--- config.mk ---
export PLATFORM = sky130hd
export DESIGN_NAME = memory_chip_select_decoder
export DESIGN_NICKNAME = d
export VERILOG_FILES = /design/src/design/memsel_pkg.sv /design/src/design/onehot_decoder.sv /design/src/design/memory_chip_select_decoder.sv
export SDC_FILE = /design/constraint.sdc
export NUM_CORES = 1
export LEC_CHECK = 0
export ABC_CLOCK_PERIOD_IN_PS = 6500
export BUFFER_PORTS_ARGS = -buffer_cell sky130_fd_sc_hd__buf_2
export CORE_ASPECT_RATIO = 2
export CORE_MARGIN = 2
export CORE_UTILIZATION = 51
export CTS_BUF_LIST = sky130_fd_sc_hd__clkbuf_4
export CTS_CLUSTER_DIAMETER = 80
export DETAILED_ROUTE_END_ITERATION = 12
export GPL_ROUTABILITY_DRIVEN = 0
export PLACE_DENSITY = 0.86
export SLEW_MARGIN = 0
export SYNTH_ARGS = -nofsm -noshare
export SYNTH_HDL_FRONTEND = slang
export SYNTH_SLANG_ARGS = --single-unit
--- constraint.sdc ---
create_clock -name CLK_I -period 6.5 [get_ports CLK_I]
set_clock_uncertainty 0.2 [all_clocks]
set_input_delay 0.65 -clock CLK_I [delete_from_list [all_inputs] [get_ports CLK_I]]
set_output_delay 0.65 -clock CLK_I [all_outputs]
set_load 0.005 [all_outputs]
--- src/design/memsel_pkg.sv ---
/*
 * Shared constants and types for the memory page select decoder.
 * Assumes a 16-bit address, 8-bit data CPU on the same clock.
 */
package memsel_pkg;

    // ------------------------------------------------------------
    // Bus widths
    // ------------------------------------------------------------
    localparam int ADDR_W       = 16;
    localparam int DATA_W       = 8;
    localparam int USED_ADDR_W  = 14;   // Top two address bits ignored

    // ------------------------------------------------------------
    // Array organisations
    // ------------------------------------------------------------
    localparam int DEV_ADDR_W_1K   = 10;  // 1K x 1 devices
    localparam int PAGE_W_1K       = 4;
    localparam int PAGES_1K        = 16;
    localparam int DEV_ADDR_W_256  = 8;   // 256 x 4 devices
    localparam int PAGE_W_256      = 6;
    localparam int PAGES_256       = 64;
    localparam int PAGE_LSB_1K     = DEV_ADDR_W_1K;
    localparam int PAGE_LSB_256    = DEV_ADDR_W_256;

    // ------------------------------------------------------------
    // Buffered blocks of the array
    // ------------------------------------------------------------
    localparam int BLOCK_W   = 2;
    localparam int NUM_BLOCKS = 4;
    localparam int BLOCK_LSB = USED_ADDR_W - BLOCK_W;
    localparam int LANE_SH   = 3;         // Log2 of DATA_W

    typedef enum logic
    {
        ORG_1KX1,
        ORG_256X4
    } org_t;

endpackage

--- src/design/onehot_decoder.sv ---
/*
 * Generic binary to one-hot decoder with enable.
 * Purely combinational; the caller registers the result.
 */
`timescale 1ns/1ps

module onehot_decoder
#(
    parameter int SEL_W = 4
)
(
    // Selection
    input  wire logic [SEL_W-1:0]      sel_i,
    input  wire logic                  en_i,
    // Decoded lines
    output logic      [(1<<SEL_W)-1:0] onehot_o
);

    // ------------------------------------------------------------
    // Decode
    // ------------------------------------------------------------
    // A single shifted one can never light two lines at once
    assign onehot_o = en_i ? ({{((1<<SEL_W)-1){1'b0}}, 1'b1} << sel_i)
                           : '0;

endmodule

--- src/design/memory_chip_select_decoder.sv ---
/*
 * Page select, address split and data direction glue between an
 * 8-bit CPU and a 16K-byte static RAM/ROM array.
 * Assumes the CPU strobes, address and data are on CLK_I already;
 * memory devices answer combinationally to the registered selects.
 */
`timescale 1ns/1ps

module memory_chip_select_decoder
    import memsel_pkg::*;
(
    // Clock and reset
    input  wire logic                          CLK_I,
    input  wire logic                          SYS_RST_I,
    // Organisation strap (0: 1Kx1, 1: 256x4)
    input  wire logic                          ORG_SEL_I,
    // CPU side
    input  wire logic [ADDR_W-1:0]             ADDR_I,
    input  wire logic                          MEMORY_READ_STROBE_I,
    input  wire logic                          MEMORY_WRITE_STROBE_I,
    input  wire logic [DATA_W-1:0]             CPU_DATA_I,
    output logic      [DATA_W-1:0]             CPU_DATA_O,
    output logic                               CPU_DATA_OE_N_O,
    // Memory side
    output logic      [DEV_ADDR_W_1K-1:0]      MEM_ADDR_O,
    output logic      [PAGES_256-1:0]          PAGE_SEL_O,
    output logic                               MEM_OE_N_O,
    output logic                               MEM_WE_N_O,
    output logic      [DATA_W-1:0]             MEM_WDATA_O,
    input  wire logic [NUM_BLOCKS*DATA_W-1:0]  MEM_RDATA_I,
    output logic      [NUM_BLOCKS-1:0]         BLK_BUF_EN_N_O
);

    // ------------------------------------------------------------
    // Cycle qualification
    // ------------------------------------------------------------
    // Both strobes at once is illegal; treat it as no cycle at all
    wire  rd_cyc = MEMORY_READ_STROBE_I & ~MEMORY_WRITE_STROBE_I;
    wire  wr_cyc = MEMORY_WRITE_STROBE_I & ~MEMORY_READ_STROBE_I;
    wire  any_cyc = rd_cyc | wr_cyc;
    org_t org;
    assign org = org_t'(ORG_SEL_I);
    wire  org_1k = (org == ORG_1KX1);

    // ------------------------------------------------------------
    // Address split
    // ------------------------------------------------------------
    // Only the low 14 bits are looked at; top bits alias
    wire [USED_ADDR_W-1:0]   used_addr = ADDR_I[USED_ADDR_W-1:0];
    wire [PAGE_W_1K-1:0]     page_1k   = used_addr[PAGE_LSB_1K +: PAGE_W_1K];
    wire [PAGE_W_256-1:0]    page_256  =
        used_addr[PAGE_LSB_256 +: PAGE_W_256];
    wire [BLOCK_W-1:0]       blk_idx   = used_addr[BLOCK_LSB +: BLOCK_W];
    wire [DEV_ADDR_W_1K-1:0] nxt_mem_addr = org_1k
        ? used_addr[DEV_ADDR_W_1K-1:0]
        : {{(DEV_ADDR_W_1K-DEV_ADDR_W_256){1'b0}},
           used_addr[DEV_ADDR_W_256-1:0]};

    // ------------------------------------------------------------
    // Page and block decoders
    // ------------------------------------------------------------
    logic [PAGES_1K-1:0]   sel_1k;
    logic [PAGES_256-1:0]  sel_256;
    logic [NUM_BLOCKS-1:0] blk_rd;

    // Address zero lands on page zero in both organisations
    onehot_decoder #(.SEL_W(PAGE_W_1K)) u_dec_1k
    (
        .sel_i    (page_1k),
        .en_i     (any_cyc & org_1k),
        .onehot_o (sel_1k)
    );

    onehot_decoder #(.SEL_W(PAGE_W_256)) u_dec_256
    (
        .sel_i    (page_256),
        .en_i     (any_cyc & ~org_1k),
        .onehot_o (sel_256)
    );

    // Block buffers only open for a read into their own block
    onehot_decoder #(.SEL_W(BLOCK_W)) u_dec_blk
    (
        .sel_i    (blk_idx),
        .en_i     (rd_cyc),
        .onehot_o (blk_rd)
    );

    // Only one decoder is enabled, so the merge stays one-hot
    wire [PAGES_256-1:0] nxt_page_sel = org_1k
        ? {{(PAGES_256-PAGES_1K){1'b0}}, sel_1k}
        : sel_256;

    // ------------------------------------------------------------
    // Read data path
    // ------------------------------------------------------------
    logic [BLOCK_W-1:0] blk_ff;
    logic               rd_ff;
    logic [DATA_W-1:0]  cpu_data_ff;
    logic               cpu_oe_n_ff;
    // Pick the lane of the block whose buffer was opened
    wire  [DATA_W-1:0]  blk_rdata =
        MEM_RDATA_I[{blk_ff, {LANE_SH{1'b0}}} +: DATA_W];
    // Last read byte is held so the CPU side never sees a closed lane
    wire  [DATA_W-1:0]  nxt_cpu_data = rd_ff ? blk_rdata : cpu_data_ff;
    wire                nxt_cpu_oe_n = ~rd_ff;

    // ------------------------------------------------------------
    // Memory side next values
    // ------------------------------------------------------------
    logic [DEV_ADDR_W_1K-1:0] mem_addr_ff;
    logic [PAGES_256-1:0]     page_sel_ff;
    logic                     mem_oe_n_ff;
    logic                     mem_we_n_ff;
    logic [DATA_W-1:0]        mem_wdata_ff;
    logic [NUM_BLOCKS-1:0]    blk_buf_n_ff;
    // Enables are active low, so an idle bus leaves every one high
    wire                      nxt_mem_oe_n  = ~rd_cyc;
    wire                      nxt_mem_we_n  = ~wr_cyc;
    wire  [NUM_BLOCKS-1:0]    nxt_blk_buf_n = ~blk_rd;

    // ------------------------------------------------------------
    // Memory side registers
    // ------------------------------------------------------------
    // Registered so no select glitches while the address settles
    always_ff @(posedge CLK_I or posedge SYS_RST_I)
    begin
        if (SYS_RST_I)
        begin
            mem_addr_ff <= '0;
            page_sel_ff <= '0;
        end
        else
        begin
            mem_addr_ff <= nxt_mem_addr;
            page_sel_ff <= nxt_page_sel;
        end
    end

    // Strobes and block buffers come out of reset closed
    always_ff @(posedge CLK_I or posedge SYS_RST_I)
    begin
        if (SYS_RST_I)
        begin
            mem_oe_n_ff  <= 1'b1;
            mem_we_n_ff  <= 1'b1;
            blk_buf_n_ff <= '1;
        end
        else
        begin
            mem_oe_n_ff  <= nxt_mem_oe_n;
            mem_we_n_ff  <= nxt_mem_we_n;
            blk_buf_n_ff <= nxt_blk_buf_n;
        end
    end

    // Write data follows the bus every cycle; only the strobe matters
    always_ff @(posedge CLK_I or posedge SYS_RST_I)
    begin
        if (SYS_RST_I)
        begin
            mem_wdata_ff <= '0;
        end
        else
        begin
            mem_wdata_ff <= CPU_DATA_I;
        end
    end

    // ------------------------------------------------------------
    // CPU side registers
    // ------------------------------------------------------------
    // Read pipeline remembers which block the lane must come from
    always_ff @(posedge CLK_I or posedge SYS_RST_I)
    begin
        if (SYS_RST_I)
        begin
            blk_ff <= '0;
            rd_ff  <= 1'b0;
        end
        else
        begin
            blk_ff <= blk_idx;
            rd_ff  <= rd_cyc;
        end
    end

    // Data returns one cycle after the selects; enable tracks it
    always_ff @(posedge CLK_I or posedge SYS_RST_I)
    begin
        if (SYS_RST_I)
        begin
            cpu_data_ff <= '0;
            cpu_oe_n_ff <= 1'b1;
        end
        else
        begin
            cpu_data_ff <= nxt_cpu_data;
            cpu_oe_n_ff <= nxt_cpu_oe_n;
        end
    end

    // ------------------------------------------------------------
    // Output ports
    // ------------------------------------------------------------
    // Every port is a plain copy of a flip-flop
    assign MEM_ADDR_O      = mem_addr_ff;
    assign PAGE_SEL_O      = page_sel_ff;
    assign MEM_OE_N_O      = mem_oe_n_ff;
    assign MEM_WE_N_O      = mem_we_n_ff;
    assign MEM_WDATA_O     = mem_wdata_ff;
    assign BLK_BUF_EN_N_O  = blk_buf_n_ff;
    assign CPU_DATA_O      = cpu_data_ff;
    assign CPU_DATA_OE_N_O = cpu_oe_n_ff;

endmodule

==> results of run 1 <==
-- power groups by stage --
stage / Clock [uW] / Sequential, uW / Combinational (uW)
CTS: 272 / 651 / 94.8
global placement: 0 / 662 / 92.4
global route: 300 / 653 / 105
finish: 265 / 650 / 92.5
floorplan: 0 / 663 / 48.8
detailed placement: 0 / 662 / 94.3
-- worst paths after layout --
kind	end	from	slack (ps)
max	BLK_BUF_EN_N_O[2]	BLK_BUF_EN_N_O[2]	4570
min	MEM_WDATA_O[2]	SYS_RST_I	10
max reg2reg	CPU_DATA_O[5]	blk_ff[0]	4610
min reg2reg	CPU_DATA_O[2]	CPU_DATA_O[2]	330
max in group asynchronous	CPU_DATA_O[4]	SYS_RST_I	5020
min in group CLK_I	MEM_WDATA_O[2]	CPU_DATA_I[2]	100
-- routing by layer --
layer	wire [um]	GRT usage, %
met1	2730	25.5
met2	3560	31.6
met3	685	8.14
met4	132	7.45
met5	0	0
-- cells by family after synthesis --
| kind of cell | count (synthesis) | synth area share, % |
|---|---|---|
| compound gates | 24 | 5.24 |
| fa+ha+maj | 2 | 0.738 |
| buf+inv | 17 | 2.88 |
| flops | 100 | 74.1 |
| mux | 16 | 5.24 |
| simple gates | 88 | 11.8 |
-- synth_stat cells --
master | n | share of area, %
dfrtp_1 | 93 | 69
nor2_1 | 59 | 6.5
o22ai_1 | 14 | 2.6
a221o_1 | 8 | 2.4
buf_2 | 8 | 1.2
mux2i_1 | 8 | 2.4
nand2_1 | 8 | 0.89
dfstp_2 | 7 | 5.4
mux2_2 | 6 | 2.0
inv_1 | 5 | 0.55
nand3b_1 | 5 | 1.1
nand3_1 | 4 | 0.59
nor2b_1 | 4 | 0.74
or3_1 | 3 | 0.55
or3b_1 | 3 | 0.78
a21oi_1 | 2 | 0.30
ha_1 | 2 | 0.74
mux2_4 | 2 | 0.89
and3b_1 | 1 | 0.26
buf_12 | 1 | 0.59
buf_6 | 1 | 0.33
clkbuf_1 | 1 | 0.11
clkinv_1 | 1 | 0.11
nor3b_2 | 1 | 0.37
-- sequential cells by signal (all words and copies together) (netlist names) --
register         flops
PAGE_SEL_O          64
MEM_ADDR_O          10
CPU_DATA_O           8
MEM_WDATA_O          8
BLK_BUF_EN_N_O       4
blk_ff               2
CPU_DATA_OE_N_O      1
MEM_OE_N_O           1
MEM_WE_N_O           1
rd_ff                1
-- layout by cell type (no fill, tap or decap), types with 5 or more instances in the layout --
| master | instances |
|---|---|
| buf_2 | 155 |
| dfrtp_1 | 93 |
| nor2_1 | 59 |
| o22ai_1 | 14 |
| clkbuf_4 | 9 |
| nand2_1 | 8 |
| mux2i_1 | 8 |
| a221o_1 | 8 |
| dfstp_2 | 7 |
| mux2_2 | 6 |
| nand3b_1 | 5 |
-- metrics by stage --
stage,setup WS (ps),total power [uW],instance area (sq um)
after global routing,4500,1060,4320
after CTS,4540,1020,4320
after floorplan,3040,712,3390
after detailed placement,4290,757,4210
after global placement,4320,754,4210
final,4570,1010,4320
-- area by class of cell --
| class | count | area, sq um | area share (%) |
|---|---|---|---|
| sequential | 100 | 2510 | 58.1 |
| timing repair buffer | 156 | 783 | 18.1 |
| multi-input combinational | 130 | 781 | 18.1 |
| tap | 88 | 110 | 2.55 |
| clock buffer | 9 | 67.6 | 1.56 |
| clock inverter | 7 | 43.8 | 1.01 |
| inverter | 6 | 25.0 | 0.579 |
==> flow_metrics.tcl, run 1 <==
set metrics [dict create \
    status "finished clean" \
    cp_slowest_stage_delay_ps 540 \
    crit_path_start_kind "flip-flop" \
    cp_max_fo 1 \
    path_clk_slew_ps 140 \
    nets 466 \
    final.period_utilization_pct 29.7 \
    whs_ps 12.3 \
    endpoint_kind "primary output" \
    drive_gt1_share_pct 45.8 \
    vdd_drop_max_v 0.000169 \
    groute.usage.overall_pct 20.5 \
    drt_iter0_drc 85 \
    drc 0 \
    dp_hpwl_mm 5.15 \
    finalCriticalPeriod_ps 1930 \
    report.final.hold_viol_count 0 \
    clock_latency_ps 430 \
    p_per_area_nw_per_um2 233 \
    arrival_ps 1080 \
    p_sw_share_pct 24.4 \
    min_path_type "in2async" \
    netlist_area_sq_um 3390 \
    place_inst 480 \
    ys_seq_area_share_pct 74.1 \
    cts_made_buffers 9 \
    grt_overflow_total 0 \
    ys_ff_latch 100 \
    grt_pass1_wl_mm 11.1 \
    portBuffers 155 \
    p_sw_uw 246 \
    ant_nets 0 \
    first_pass_iters 4 \
    wirelength_mm 7.12 \
    synth.avg_cell_area_sq_um 13.7 \
    area_growth_pct 27.5 \
    clock_power_share_pct 26.3 \
    vias_per_cell 4.89 \
    cts-root-buf "clkbuf_4" \
    p_comb_share_pct 9.2 \
    cp_num_buf_inv 1 \
    setup_tns_ps 0 \
    fillers 538 \
    cts_max_level 3 \
    cts_setup_buffers 0 \
    r2r.worst_path.cells 2 \
    maxSlewHeadroom_pct 50.3 \
    die_h_um 119 \
    die_w_um 61.6 \
    max_freq_mhz 518 \
    criticalPathCategory "reg2out" \
    setup_viol 0 \
    dr_total_vias 2423 \
    synthCells 247 \
    worstPathRequired_ps 5650 \
    num_rows 42 \
    n_antenna_cell 0 \
    hold_buffers 0 \
    syn_nets 310 \
    die_area_sq_um 7350 \
    start_util_pct 52.0 \
    yosysUniqueCellTypes 24 \
    final_cells 496 \
    seqPwrFrac_pct 64.5 \
    cts_tree "built" \
    antenna_found_initial 0 \
    grt_pass1_vias 2327 \
    ys_warn_count 0 \
    ios 158 \
    worst_slew_pin_slew_ps 746 \
    grt_start_max_net_pins 62 \
    core_sq_um 6520 \
    maxCapViolCount 0 \
    cellLeakagePower_uw 0.00236 \
    cp_top_family "flip-flops" \
    wl_per_cell_um 14.3 \
    cp.depth 1 \
    crit_chain "buf_2" \
    post_cts_resized 0 \
    final_util_pct 66.3 \
    cts_buffer_depth 2 \
    cts_sinks 100 \
    maxSlewViolCount 0 \
    internal-power_uw 762 \
    rsz0062_at_grt "false" \
    cp_slowest_cell "dfstp_2" \
]
Power figures use the tool's default switching activity.
==> run 2, diff against run 1 <==
Settings changed: ABC_CLOCK_PERIOD_IN_PS 6500 to 1670, CORE_UTILIZATION 51 to 43, PLACE_DENSITY 0.86 to 0.78.
Clock period 6.5 ns to 1.67 ns, I/O delays scaled along.
==> run 2 against run 1 <==
  * Final area increased by 16%
  * Combinational power grew to 5.7 times the previous value
  * Non-clock buffer count is 64 higher
  * First-iteration DRC count grew to 2.8 times the previous value
  * Global-route usage is 3.9 points higher
  * Largest power group unchanged
  * Largest cell class unchanged
  * Via count is 17% higher
  * Cell count increased by 14%
  * Sequential power increased to 3.9 times the previous value
==> flow_metrics.tcl, run 2 (same netlist as run 1, synthesis figures left out) <==
set metrics [dict create \
    vdd_drop_max_v 0.000343 \
    num_rows 45 \
    worst_r2r_startpoint "blk_ff[0]" \
    crit_path_start_kind "input pin" \
    mostFrequentLayoutCells "155 x buf_2, 93 x dfrtp_1, 60 x dlygate4sd3_1" \
    ios 158 \
    ant_nets 0 \
    r2r.worst_path.cells 3 \
    grt_pass1_wl_mm 15.1 \
    cp_slowest_cell "dlygate4sd3_1" \
    timing.rr.end "CPU_DATA_O[5]" \
    final_common_cell "buf_2" \
    worstPathRequired_ps 1840 \
    finalCriticalPeriod_ps 1590 \
    cp_max_fo 5 \
    criticalPathCategory "in2reg" \
    vias_per_cell 5.01 \
    first_pass_iters 4 \
    regArea_sq_um 2510 \
    grt_start_max_net_pins 52 \
    max_freq_mhz 628 \
    cts-root-buf "clkbuf_4" \
    die_w_um 66.8 \
    portBuffers 155 \
    cp_num_buf_inv 4 \
    cts_buffer_depth 2 \
    multi_input_area_sq_um 781 \
    drive_gt1_share_pct 40.7 \
    die_h_um 130 \
    cts_made_buffers 9 \
    wl_per_cell_um 17.9 \
    largest_register_ffs 64 \
    worst_slew_pin_slew_ps 594 \
    final.period_utilization_pct 95.4 \
    fillers 540 \
    drt_iter0_drc 240 \
    crit_chain "buf_2, dlygate4sd3_1, inv_1, ha_1, nand3b_1, dlygate4sd3_1" \
    cp_top_family "buffers and inverters" \
    maxSlewViolCount 0 \
    cts_max_level 3 \
    path_clk_slew_ps 140 \
    cp_slowest_stage_delay_ps 560 \
    grt_overflow_total 0 \
    cts_sinks 100 \
    grt_pass1_vias 2998 \
    drc 0 \
    dr_total_vias 2841 \
    endpoint_kind "flip-flop" \
    maxSlewHeadroom_pct 60.2 \
    status "finished clean" \
    min_path_type "in2async" \
    groute.usage.overall_pct 24.4 \
    r2r_slack_ps 130 \
    wirelength_mm 10.1 \
    antenna_found_initial 1 \
    area_growth_pct 48.5 \
    setup_tns_ps 0 \
    cp-startpoint "MEMORY_WRITE_STROBE_I" \
    maxCapViolCount 0 \
    cellLeakagePower_uw 0.00264 \
    start_util_pct 44.6 \
    p_per_area_nw_per_um2 856 \
    die_area_sq_um 8650 \
    rsz0062_at_grt "false" \
    setup_viol 0 \
    dp_hpwl_mm 6.08 \
    clock_latency_ps 430 \
    post_cts_resized 0 \
    nets 530 \
    path_common_cell "dlygate4sd3_1" \
    report.final.hold_viol_count 0 \
    arrival_ps 1760 \
    core_sq_um 7600 \
    cts_tree "built" \
    whs_ps 39.0 \
]
-- run 2: changes by cell type in the layout (fill, tap and decap cells not counted) --
cell,delta
clkinv_2,-2
clkinv_1,-1
inv_4,-1
diode_2,+1
bufinv_16,+1
clkinvlp_4,+2
buf_12,+3
buf_4,+1
inv_6,+1
dlygate4sd3_1,+60
-- run 2: worst max path at each step --
stage                              to  slack [ps]  depth (start not counted)
global route        BLK_BUF_EN_N_O[1]          50                          6
floorplan               CPU_DATA_O[0]         120                          1
CTS                 BLK_BUF_EN_N_O[1]         110                          6
finish              BLK_BUF_EN_N_O[1]          80                          6
detailed placement     PAGE_SEL_O[59]         -70                          6
global placement       PAGE_SEL_O[12]          -6                          6
-- run 2: power by group --
part | total [uW] | internal, uW | switching, uW
combinational | 525 | 276 | 248
sequential | 2530 | 2500 | 34.9
clock | 1250 | 465 | 786
-- run 2: layout make-up --
class,count,area share [%]
Clock buffer,9,1.34
Clock inverter,7,1.52
Multi-Input combinational cell,130,15.5
Sequential cell,100,49.9
Inverter,6,0.522
Timing Repair Buffer,220,28.8
Tap cell,94,2.34
Antenna cell,1,0.0497
-- run 2: worst min-delay path, stage by stage --
cell and delay [ps]:
dlygate4sd3_1 540, buf_2 130, clkinvlp_4 250
-- run 2: metal layers --
metal	vias to the layer above	track usage [%]	part of all wire [%]
li1	1271	-	-
met1	1381	25.0	34
met2	140	42.5	54
met3	49	5.12	5.7
met4	0	17.5	6.1
met5	-	0	0
-- run 2: metrics by stage --
stage	setup WS, ps	total power, uW	cell area, sq um	util (%)	cells
floorplan	119	2770	3390	-	247
global placement	-6.35	2960	4290	56.4	490
detailed placement	-65.7	2970	4290	56.4	490
CTS	114	4290	5030	66.2	566
global route	48.1	4500	5030	66.2	567
finish	76.6	4310	5030	66.2	567
-- run 2: what timing repair did --
item                                   in CTS  in global routing
buffers inserted                            0                  0
endpoints found under the hold margin     130                  0
hold buffers                               60                  0
